### src/design/drc_consts.vh
`ifndef DRC_CONSTS_VH
`define DRC_CONSTS_VH
// =====================================================
// register byte offsets
`define DRC_OFS_CTRL_FIRST 8'h00
`define DRC_OFS_CTRL_SECOND 8'h04
`define DRC_OFS_STATUS 8'h08
// =====================================================
// first control register fields
`define DRC_BIT_ENABLE 7
`define DRC_BIT_OUT_CONNECT 5
`define DRC_BIT_LOW_POWER 0
`define DRC_POS_PSEL_LSB 2
`define DRC_POS_NSEL 1
// second control register fields
`define DRC_TAP_MSB 4
`define DRC_TAP_LSB 0
// =====================================================
// reset values
`define DRC_RST_FIRST 8'h00
`define DRC_RST_TAP 5'h00
`define DRC_RST_PSEL 2'h0
// =====================================================
// bus answers
`define DRC_RESP_OKAY 2'h0
`define DRC_RESP_SLVERR 2'h2
`endif

### src/design/drc_control.v
`timescale 1ns/1ps
`default_nettype none
`include "drc_consts.vh"
module drc_control (
  input wire CLK,
  input wire RST,
  input wire SLEEP,
  input wire WAKE,
  input wire [7:0] S_AXI_AWADDR,
  input wire S_AXI_AWVALID,
  output wire S_AXI_AWREADY,
  input wire [31:0] S_AXI_WDATA,
  input wire [3:0] S_AXI_WSTRB,
  input wire S_AXI_WVALID,
  output wire S_AXI_WREADY,
  output reg [1:0] S_AXI_BRESP,
  output reg S_AXI_BVALID,
  input wire S_AXI_BREADY,
  input wire [7:0] S_AXI_ARADDR,
  input wire S_AXI_ARVALID,
  output wire S_AXI_ARREADY,
  output reg [31:0] S_AXI_RDATA,
  output reg [1:0] S_AXI_RRESP,
  output reg S_AXI_RVALID,
  input wire S_AXI_RREADY,
  output reg CONVERTER_ENABLE,
  output reg REF_OUTPUT_PIN_CONNECT,
  output reg POSITIVE_SOURCE_CONNECT,
  output reg NEGATIVE_SOURCE_CONNECT,
  output reg [1:0] POSITIVE_SOURCE_SELECT,
  output reg NEGATIVE_SOURCE_SELECT,
  output reg [4:0] LADDER_TAP_SELECT,
  output reg ASLEEP
);
// =====================================================
// control registers
reg converter_enable;
reg out_connect;
reg low_power_source_select;
reg [1:0] positive_source_select;
reg negative_source_select;
reg [4:0] ladder_tap_select;
reg sleep_s1;
reg sleep_s2;
reg wake_s1;
reg wake_s2;
reg asleep;
// =====================================================
// write channel: address and data taken together, either order by holding
reg aw_held;
reg w_held;
reg [7:0] aw_addr;
reg [31:0] w_data;
reg [3:0] w_strb;
assign S_AXI_AWREADY = !aw_held && !S_AXI_BVALID;
assign S_AXI_WREADY = !w_held && !S_AXI_BVALID;
wire aw_now = aw_held || (S_AXI_AWVALID && S_AXI_AWREADY);
wire w_now = w_held || (S_AXI_WVALID && S_AXI_WREADY);
wire [7:0] wa = aw_held ? aw_addr : S_AXI_AWADDR;
wire [31:0] wd = w_held ? w_data : S_AXI_WDATA;
// a write with lane 0 strobe low is answered but leaves the registers alone
wire wlane = w_held ? w_strb[0] : S_AXI_WSTRB[0];
wire do_write = aw_now && w_now && !S_AXI_BVALID;
// =====================================================
// address decoding
function mapped;
  input [7:0] a;
  begin
    mapped = (a == `DRC_OFS_CTRL_FIRST) ||
      (a == `DRC_OFS_CTRL_SECOND) ||
      (a == `DRC_OFS_STATUS);
  end
endfunction

// one decode for both answers keeps write and read errors alike
function [1:0] resp_for;
  input [7:0] a;
  begin
    resp_for = mapped(a) ? `DRC_RESP_OKAY : `DRC_RESP_SLVERR;
  end
endfunction

always @(posedge CLK or posedge RST) begin
  if (RST) begin
    aw_held <= 1'b0;
    w_held <= 1'b0;
    aw_addr <= 8'h00;
    w_data <= 32'h00000000;
    w_strb <= 4'h0;
    S_AXI_BVALID <= 1'b0;
    S_AXI_BRESP <= `DRC_RESP_OKAY;
  end else begin
    if (do_write) begin
      aw_held <= 1'b0;
      w_held <= 1'b0;
      S_AXI_BVALID <= 1'b1;
      S_AXI_BRESP <= resp_for(wa);
    end else begin
      if (S_AXI_AWVALID && S_AXI_AWREADY) begin
        aw_held <= 1'b1;
        aw_addr <= S_AXI_AWADDR;
      end
      if (S_AXI_WVALID && S_AXI_WREADY) begin
        w_held <= 1'b1;
        w_data <= S_AXI_WDATA;
        w_strb <= S_AXI_WSTRB;
      end
      if (S_AXI_BVALID && S_AXI_BREADY)
        S_AXI_BVALID <= 1'b0;
    end
  end
end
// =====================================================
// register writes; sleep and wake never touch these
always @(posedge CLK or posedge RST) begin
  if (RST) begin
    converter_enable <= 1'b0;
    out_connect <= 1'b0;
    low_power_source_select <= 1'b0;
    positive_source_select <= `DRC_RST_PSEL;
    negative_source_select <= 1'b0;
    ladder_tap_select <= `DRC_RST_TAP;
  end else if (do_write && wlane) begin
    if (wa == `DRC_OFS_CTRL_FIRST) begin
      converter_enable <= wd[`DRC_BIT_ENABLE];
      out_connect <= wd[`DRC_BIT_OUT_CONNECT];
      positive_source_select <= wd[`DRC_POS_PSEL_LSB+1:`DRC_POS_PSEL_LSB];
      negative_source_select <= wd[`DRC_POS_NSEL];
      low_power_source_select <= wd[`DRC_BIT_LOW_POWER];
    end else if (wa == `DRC_OFS_CTRL_SECOND) begin
      // the whole tap field moves in one write, so no mixed tap is ever applied
      ladder_tap_select <= wd[`DRC_TAP_MSB:`DRC_TAP_LSB];
    end
  end
end
// =====================================================
// sleep state, pins synchronised; status only, controls unaffected
always @(posedge CLK or posedge RST) begin
  if (RST) begin
    sleep_s1 <= 1'b0;
    sleep_s2 <= 1'b0;
    wake_s1 <= 1'b0;
    wake_s2 <= 1'b0;
    asleep <= 1'b0;
  end else begin
    sleep_s1 <= SLEEP;
    sleep_s2 <= sleep_s1;
    wake_s1 <= WAKE;
    wake_s2 <= wake_s1;
    // wake wins over a sleep seen in the same cycle
    if (wake_s2)
      asleep <= 1'b0;
    else if (sleep_s2)
      asleep <= 1'b1;
  end
end
// =====================================================
// ladder source switches; disabled clamp draws no ladder current
// enabled ladder uses both ends; disabled keeps only the clamp end
wire next_positive_connect = converter_enable || low_power_source_select;
wire next_negative_connect = converter_enable || !low_power_source_select;
always @(posedge CLK or posedge RST) begin
  if (RST) begin
    CONVERTER_ENABLE <= 1'b0;
    REF_OUTPUT_PIN_CONNECT <= 1'b0;
    POSITIVE_SOURCE_CONNECT <= 1'b0;
    NEGATIVE_SOURCE_CONNECT <= 1'b0;
    POSITIVE_SOURCE_SELECT <= `DRC_RST_PSEL;
    NEGATIVE_SOURCE_SELECT <= 1'b0;
    LADDER_TAP_SELECT <= `DRC_RST_TAP;
    ASLEEP <= 1'b0;
  end else begin
    CONVERTER_ENABLE <= converter_enable;
    REF_OUTPUT_PIN_CONNECT <= out_connect;
    POSITIVE_SOURCE_CONNECT <= next_positive_connect;
    NEGATIVE_SOURCE_CONNECT <= next_negative_connect;
    POSITIVE_SOURCE_SELECT <= positive_source_select;
    NEGATIVE_SOURCE_SELECT <= negative_source_select;
    LADDER_TAP_SELECT <= ladder_tap_select;
    ASLEEP <= asleep;
  end
end
// =====================================================
// read channel, one cycle answer
// status shows the switches as driven, one cycle behind the controls
function [31:0] read_word;
  input [7:0] a;
  begin
    case (a)
      `DRC_OFS_CTRL_FIRST: read_word = {24'h000000, converter_enable, 1'b0, out_connect, 1'b0,
        positive_source_select, negative_source_select, low_power_source_select};
      `DRC_OFS_CTRL_SECOND: read_word = {27'h0000000, ladder_tap_select};
      `DRC_OFS_STATUS: read_word = {29'h00000000, asleep, NEGATIVE_SOURCE_CONNECT, POSITIVE_SOURCE_CONNECT};
      default: read_word = 32'h00000000;
    endcase
  end
endfunction

assign S_AXI_ARREADY = !S_AXI_RVALID;
always @(posedge CLK or posedge RST) begin
  if (RST) begin
    S_AXI_RVALID <= 1'b0;
    S_AXI_RDATA <= 32'h00000000;
    S_AXI_RRESP <= `DRC_RESP_OKAY;
  end else if (S_AXI_ARVALID && S_AXI_ARREADY) begin
    S_AXI_RVALID <= 1'b1;
    S_AXI_RRESP <= resp_for(S_AXI_ARADDR);
    S_AXI_RDATA <= read_word(S_AXI_ARADDR);
  end else if (S_AXI_RVALID && S_AXI_RREADY) begin
    S_AXI_RVALID <= 1'b0;
  end
end
endmodule // drc_control
`default_nettype wire

### config.mk
export PLATFORM = sky130hd
export DESIGN_NAME = drc_control
export DESIGN_NICKNAME = d
export VERILOG_FILES = /design/src/design/drc_control.v
export VERILOG_INCLUDE_DIRS = /design/src /design/src/design
export SDC_FILE = /design/constraint.sdc
export NUM_CORES = 1
export LEC_CHECK = 0
export ABC_AREA = 1
export BUFFER_PORTS_ARGS = -buffer_cell sky130_fd_sc_hd__buf_4
export CAP_MARGIN = 20
export CORE_ASPECT_RATIO = 1.2
export CORE_MARGIN = 2
export CORE_UTILIZATION = 30
export DETAILED_ROUTE_END_ITERATION = 12
export SYNTH_ARGS = -nofsm -noshare
export SYNTH_HDL_FRONTEND = slang
export SYNTH_SLANG_ARGS = --single-unit
### constraint.sdc
create_clock -name CLK -period 2.6 [get_ports CLK]
set_clock_uncertainty 0.2 [all_clocks]
set_input_delay 0.26 -clock CLK [delete_from_list [all_inputs] [get_ports CLK]]
set_output_delay 0.26 -clock CLK [all_outputs]
set_load 0.005 [all_outputs]
==> results of run 1 <==
area by class of cell:
class | instances | area, um2 | area share (%)
inverter | 30 | 113 | 3.19
multi-input combinational | 206 | 988 | 28.0
clock buffer | 10 | 138 | 3.90
timing repair buffer | 77 | 618 | 17.5
tap | 120 | 150 | 4.26
clock inverter | 6 | 66.3 | 1.88
sequential | 58 | 1450 | 41.2
layer usage:
layer	up-vias	track usage [%]	wire [um]
met4	0	5.19	93
met5	-	0	0
met3	8	3.07	341
li1	1062	-	-
met1	933	13.8	2290
met2	70	17.2	2360
sequential cells by signal, indices dropped and copies added (netlist names), 2 cells and up:
name                    count
aw_addr                     8
S_AXI_RDATA                 7
w_data                      7
LADDER_TAP_SELECT           5
ladder_tap_select           5
POSITIVE_SOURCE_SELECT      2
positive_source_select      2
how the worst max path moves through the flow:
stage                       start                                to  depth (start not counted)
6_report       w_held$_DFFE_PP0P_  ladder_tap_select[4]$_DFFE_PP0P_                          7
5_1_grt        w_held$_DFFE_PP0P_  ladder_tap_select[1]$_DFFE_PP0P_                          7
4_1_cts        w_held$_DFFE_PP0P_  ladder_tap_select[4]$_DFFE_PP0P_                          7
3_5_place_dp   w_held$_DFFE_PP0P_  ladder_tap_select[4]$_DFFE_PP0P_                          7
3_3_place_gp   w_held$_DFFE_PP0P_  ladder_tap_select[3]$_DFFE_PP0P_                          7
2_1_floorplan                 RST                  ASLEEP$_DFF_PP0_                          1
power groups by stage:
stage | sequential (W) | combinational, W | clock [W]
floorplan | 0.00118 | 0.000608 | 0
global placement | 0.00124 | 0.000678 | 0
detailed placement | 0.00125 | 0.000693 | 0
CTS | 0.00123 | 0.000713 | 0.000851
global route | 0.00126 | 0.000807 | 0.000896
finish | 0.00123 | 0.000705 | 0.000821
worst reg2reg max path, stage by stage (launching register included):
cell and delay (ns):
dfrtp_1 0.68, nor2_2 0.13, nor2_4 0.14, nand2_4 0.10, nor2_4 0.26, nand3_1 0.23, nand2_1 0.11, nand2_1 0.05
Yosys cell counts:
cell       n  area share (%)
buf_6      2            0.83
mux2_2     3             1.2
nor2_4     4             1.7
nor2_1    18             2.5
inv_2      1            0.14
nand2_4    1            0.41
nand4_1   11             2.5
a211oi_1   1            0.28
nand3_2    1            0.37
nand2_1   90              12
dfrtp_1   58              53
buf_4     29             8.0
o21a_1     1            0.28
o21ai_2    8             2.6
nand2_2    1            0.23
a21oi_1    2            0.37
nand3_1   18             3.3
nand3_4    1            0.65
inv_1     29             4.0
buf_2      3            0.55
or2_2      1            0.23
or2_4      1            0.32
o21ai_0   15             2.8
nor2_2     1            0.23
conb_1     1            0.14
clkbuf_1   1            0.14
o211ai_1   1            0.28
kinds of logic after synthesis:
logic type,after synthesis
simple gates,148
buf+inv,65
flops,58
compound gates,28
mux,3
other cells,1
stage by stage:
step | power, W | std cells | util (%) | setup slack (ns)
5_1_grt | 0.00297 | 507 | 39.4 | 0.396
2_1_floorplan | 0.00178 | 329 | - | 0.712
3_3_place_gp | 0.00192 | 475 | 35.4 | 0.655
6_report | 0.00276 | 507 | 39.4 | 0.587
4_1_cts | 0.00280 | 507 | 39.4 | 0.596
3_5_place_dp | 0.00194 | 475 | 35.4 | 0.607
==> metrics.md, run 1 <==
| Metric | Value |
|---|---|
| Final WL | `around 5100 um` |
| Overflow after GRT | `0` |
| Seq/Total Area, Yosys | `53.5%` |
| Sequential power share | `44.7%` |
| Power Internal | `0.00186 W` |
| CP Class | `flop to flop` |
| VDD IR-drop max | `around 0.41 mV` |
| Post-Synth Adder-Cell Area | `0%` |
| Level count of the clock H-tree | `3` |
| Reg2reg start | `w_held$_DFFE_PP0P_` |
| Min-Delay Endpoint | `w_data[4]$_DFFE_PP0P_` |
| Achievable Freq | `0.497 GHz` |
| RSZ-0062 raised after global routing | `false` |
| Mapped Area | `2710 um2` |
| Die Height | `around 110 um` |
| Most common cell after layout, fill and taps aside | `nand2_1` |
| Initial antenna violation count | `0` |
| CTS Hold Bufs | `16` |
| Core box area | `around 8900 um2` |
| Residual DRC count | `0` |
| Clk Latency, worst-skew pair | `0.33 ns` |
| Total GRT Usage | `between 10% and 20%` |
| Delay-heaviest family, CP | `simple AND/OR/NAND/NOR gates` |
| Nets | `443` |
| # resized after CTS | `0` |
| Avg WL per Cell | `10.0 um` |
| CTS sink cnt | `58` |
| # Post-CTS Setup Buffers | `0` |
| Xor/xnor cell area share of the yosys netlist | `0%` |
| Die W | `between 90 and 100 um` |
| Final TNS setup | `0 ns` |
| Most frequent cells in the layout | `nand2_1, buf_4, dfrtp_1` |
| I/O pin count | `115` |
| First-pass GRT wire length | `8530 um` |
| Register bit total from synthesis | `58` |
| Min Tclk post-route | `around 2 ns` |
| # setup viols final | `0` |
| Post-DP HPWL | `between 3000 and 4000 um` |
| Reg2Reg Depth | `7` |
| Critical Path RT | `2.61 ns` |
| Ratio of final minimum period to clock period | `77.4%` |
| # fillers | `a little over 900` |
| Clock Tree Root | `clkbuf_8` |
| Leak Pwr | `1.85 nW` |
| Die area | `9830 um2` |
| Dpl cell area | `3160 um2` |
| CTS clock-pin slew for the worst setup and hold paths | `0.06 ns` |
| Sw power | `0.000898 W` |
| Synthesized instance count | `303` |
| Largest net degree at the start of global routing | `34` |
| Syn. warnings | `0` |
| Avg Cell Area, Syn | `8.96 um2` |
| Hold Crit Class | `input port to flop` |
| Max_slew headroom | `64.5%` |
| Crit path max fanout | `19` |
| Largest family of logic cells by synthesized area | `simple AND/OR/NAND/NOR gates` |
| Num rows | `38` |
| Status | `complete, no violations` |
| DR vias/cell | `4.09` |
| Max-Cap Viols | `0` |
| CP bufs+invs | `0` |
| Share of cells above drive strength 1 | `26.1%` |
| TritonCTS clock tree | `built` |
| Min-Delay Startpoint | `S_AXI_WDATA[4]` |
| Distinct cell type count after synthesis | `27` |
| Post-route cell area | `3520 um2` |
| Synth-to-Final Area Change | `29.9%` |
| Hold WS | `0.0130 ns` |
| First DRT Iteration DRCs | `44` |
| Worst-path cell chain | `nor2_2 > nor2_4 > nand2_4 > nor2_4 > nand3_1 > nand2_1 > nand2_1` |
| Number of I/O port buffers | `59` |
| Worst-margin pin slew | `0.533 ns` |
| Critical Path Start Type | `flop` |
| Post-synthesis mux area share | `1.24%` |
| ANT cells | `0` |
| Switch share | `32.6%` |
| Hold Vio Cnt, Final | `0` |
| Capturing point of the worst reg2reg path | `ladder_tap_select[4]$_DFFE_PP0P_` |
| Final Slew Violations | `0` |
| Cts bufs inserted | `9` |
| Starting Density | `30.4%` |
| Combinational share of power | `25.6%` |
| Worst path max stage delay | `0.68 ns` |
| ANT nets after route | `0` |
| Worst hold path depth | `3` |
| Vias in the first global route | `about 1,800` |
| Clock buffer depth | `2` |
| Worst EP arrival | `2.02 ns` |
| GP Congestion | `0.729` |
| Clock share of power | `about 30%` |
| Synth Area in Compound Gates | `6.55%` |
| Slowest CP cell | `dfrtp_1` |
| PD cells | `782 nW/um2` |
| DRT Pass-1 Iters | `4` |
| Reg-to-reg setup timing slack | `0.59 ns` |
| Simple-gate area share of the yosys netlist | `roughly 25%` |
| Vias | `2,073` |
| Nature of the critical path endpoint | `flop` |
Note: power is estimated with default switching activity, not from simulation.
==> run 2: changes to the inputs <==
clock period = 1.65 ns   (was 2.6 ns; I/O delays follow)
==> metrics.md, run 2 (synthesis gave the netlist of run 1 again) <==
| Metric | Value |
|---|---|
| Status | `complete, no violations` |
| Cts bufs inserted | `9 (unchanged)` |
| Crit path max fanout | `6 (-13)` |
| Worst EP arrival | `1.63 ns (-0.39 ns)` |
| ANT nets after route | `0 (unchanged)` |
| Hold Vio Cnt, Final | `0 (unchanged)` |
| Number of I/O port buffers | `59 (unchanged)` |
| CP Class | `flop to flop` |
| Vias | `2,175 (+4.9%)` |
| Largest net degree at the start of global routing | `59 (+74%)` |
| Biggest register | `aw_addr` |
| Post-DP HPWL | `3940 um (+3.6%)` |
| Crit path setup slack, layout | `0.0363 ns (-0.550 ns)` |
| Nets | `459 (+3.6%)` |
| CTS sink cnt | `58 (unchanged)` |
| Most frequent cells in the layout | `nand2_1, buf_4, dfrtp_1` |
| I/O pin count | `115 (unchanged)` |
| Total GRT Usage | `11.8% (+0.98 points)` |
| Nature of the critical path endpoint | `flop` |
| GP Congestion | `0.715 (-2.0%)` |
| Achievable Freq | `0.620 GHz (+25%)` |
| Switch share | `32.0% (-0.57 points)` |
| Final Slew Violations | `0 (unchanged)` |
| Min Tclk post-route | `1.61 ns (-0.400 ns)` |
| DR vias/cell | `4.17 (+1.9%)` |
| ANT cells | `0 (unchanged)` |
| First DRT Iteration DRCs | `75 (+70%)` |
| Final TNS setup | `0 ns (unchanged)` |
| Num rows | `38 (unchanged)` |
| Residual DRC count | `0 (unchanged)` |
| Level count of the clock H-tree | `3 (unchanged)` |
| Clock share of power | `27.8% (-2.0 points)` |
| Vias in the first global route | `1,996 (+8.2%)` |
| Core box area | `8940 um2 (unchanged)` |
| Multi-input gate area | `1020 um2 (+3.2%)` |
| Max reg flops | `8 (unchanged)` |
| Pre-CTS setup slack | `-0.0310 ns (-0.638 ns)` |
| Clk Latency, worst-skew pair | `0.33 ns (about the same)` |
| PD cells | `1210 nW/um2 (+54%)` |
| Hold Crit Class | `input port to flop` |
| Critical Path Start Type | `flop` |
| Die area | `9830 um2 (unchanged)` |
| Power Internal | `0.00303 W (+63%)` |
| Top Registers | `aw_addr: 8 flops, S_AXI_RDATA: 7 flops, w_data: 7 flops` |
| Share of cells above drive strength 1 | `28.6% (+2.5 points)` |
| Overflow after GRT | `0 (unchanged)` |
| Clock Tree Root | `clkbuf_8` |
| Starting Density | `30.4% (unchanged)` |
| Core Util, Final | `41.4% (+2.0 points)` |
| Ratio of final minimum period to clock period | `97.8% (+20 points)` |
| RSZ-0062 raised after global routing | `true` |
| TritonCTS clock tree | `built` |
| VDD IR-drop max | `0.583 mV (+42%)` |
| Synth-to-Final Area Change | `36.4%` |
| Critical Path RT | `1.66 ns (-0.95 ns)` |
| Flip-flop and latch area | `1450 um2 (+0.17%)` |
| DRT Pass-1 Iters | `4 (unchanged)` |
| Hold WS | `0.0309 ns (+0.0179 ns)` |
| Leak Pwr | `1.92 nW (+4.1%)` |
| # fillers | `932 (-0.11%)` |
| First-pass GRT wire length | `9170 um (+7.5%)` |
| Final WL | `5500 um (+8.1%)` |
| Max-Cap Viols | `0 (unchanged)` |
| Die Height | `108 um (unchanged)` |
| Clock buffer depth | `2 (unchanged)` |
| Die W | `90.8 um (unchanged)` |
| CTS clock-pin slew for the worst setup and hold paths | `0.06 ns (about the same)` |
| Avg WL per Cell | `10.5 um (+5.0%)` |
| # setup viols final | `0 (unchanged)` |
| Initial antenna violation count | `0 (unchanged)` |
| Sequential power share | `42.6% (-2.1 points)` |
| Combinational share of power | `29.6% (+4.0 points)` |
| Most common cell after layout, fill and taps aside | `nand2_1` |
| Sw power | `0.00143 W (+59%)` |
run 2: metrics by stage:
stage               cell area (um2)  total power [W]  std cells
floorplan                      2820          0.00281        329
global placement               3220          0.00308        481
detailed placement             3220          0.00313        481
CTS                            3660          0.00446        521
global route                   3700          0.00480        522
finish                         3700          0.00446        522
run 2: critical path, stage by stage (launching register included):
cell,delay [ns]
dfrtp_2,0.46
buf_6,0.15
a21oi_2,0.10
nor2_1,0.04
dlygate4sd3_1,0.54
run 2: final timing paths:
path,depth (start not counted),to,slack (ns),startpoint
setup / recovery,4,aw_held$_DFFE_PP0P_,0.04,aw_held$_DFFE_PP0P_
hold / removal,6,S_AXI_RDATA[5]$_DFFE_PP0P_,0.03,S_AXI_ARADDR[0]
setup reg to reg,4,aw_held$_DFFE_PP0P_,0.04,aw_held$_DFFE_PP0P_
hold reg to reg,0,sleep_s2$_DFF_PP0_,0.15,sleep_s1$_DFF_PP0_
max in group asynchronous,4,w_held$_DFFE_PP0P_,0.72,RST
min in group asynchronous,4,aw_addr[3]$_DFFE_PP0P_,0.28,RST
run 2: what timing repair did:
item / 4_1_cts / 5_1_grt
gates resized for setup: 1 / 13
hold endpoints to repair: 80 / 0
endpoints found under the setup margin: 13 / 27
hold buffers: 25 / 0
buffers inserted: 0 / 1
run 2: per-layer routing:
layer	share of wire (%)	track usage, %
met2	50	19.8
met1	43	14.0
met4	1.8	4.87
met5	0	0
met3	5.3	4.11
run 2: power by group through the flow:
stage	registers, W	clock network (W)	logic (W)
3_5_place_dp	0.00193	0	0.00119
3_3_place_gp	0.00192	0	0.00116
4_1_cts	0.00191	0.00129	0.00126
2_1_floorplan	0.00185	0	0.000958
6_report	0.00190	0.00124	0.00132
5_1_grt	0.00194	0.00134	0.00152
run 2: area by class of cell:
type                            count  area share (%)
Sequential cell                    58            39.3
Multi-Input combinational cell    206            27.5
Timing Repair Buffer               93            21.0
Tap cell                          120            4.06
Clock buffer                       12            3.92
Inverter                           30            3.14
Clock inverter                      3            1.08
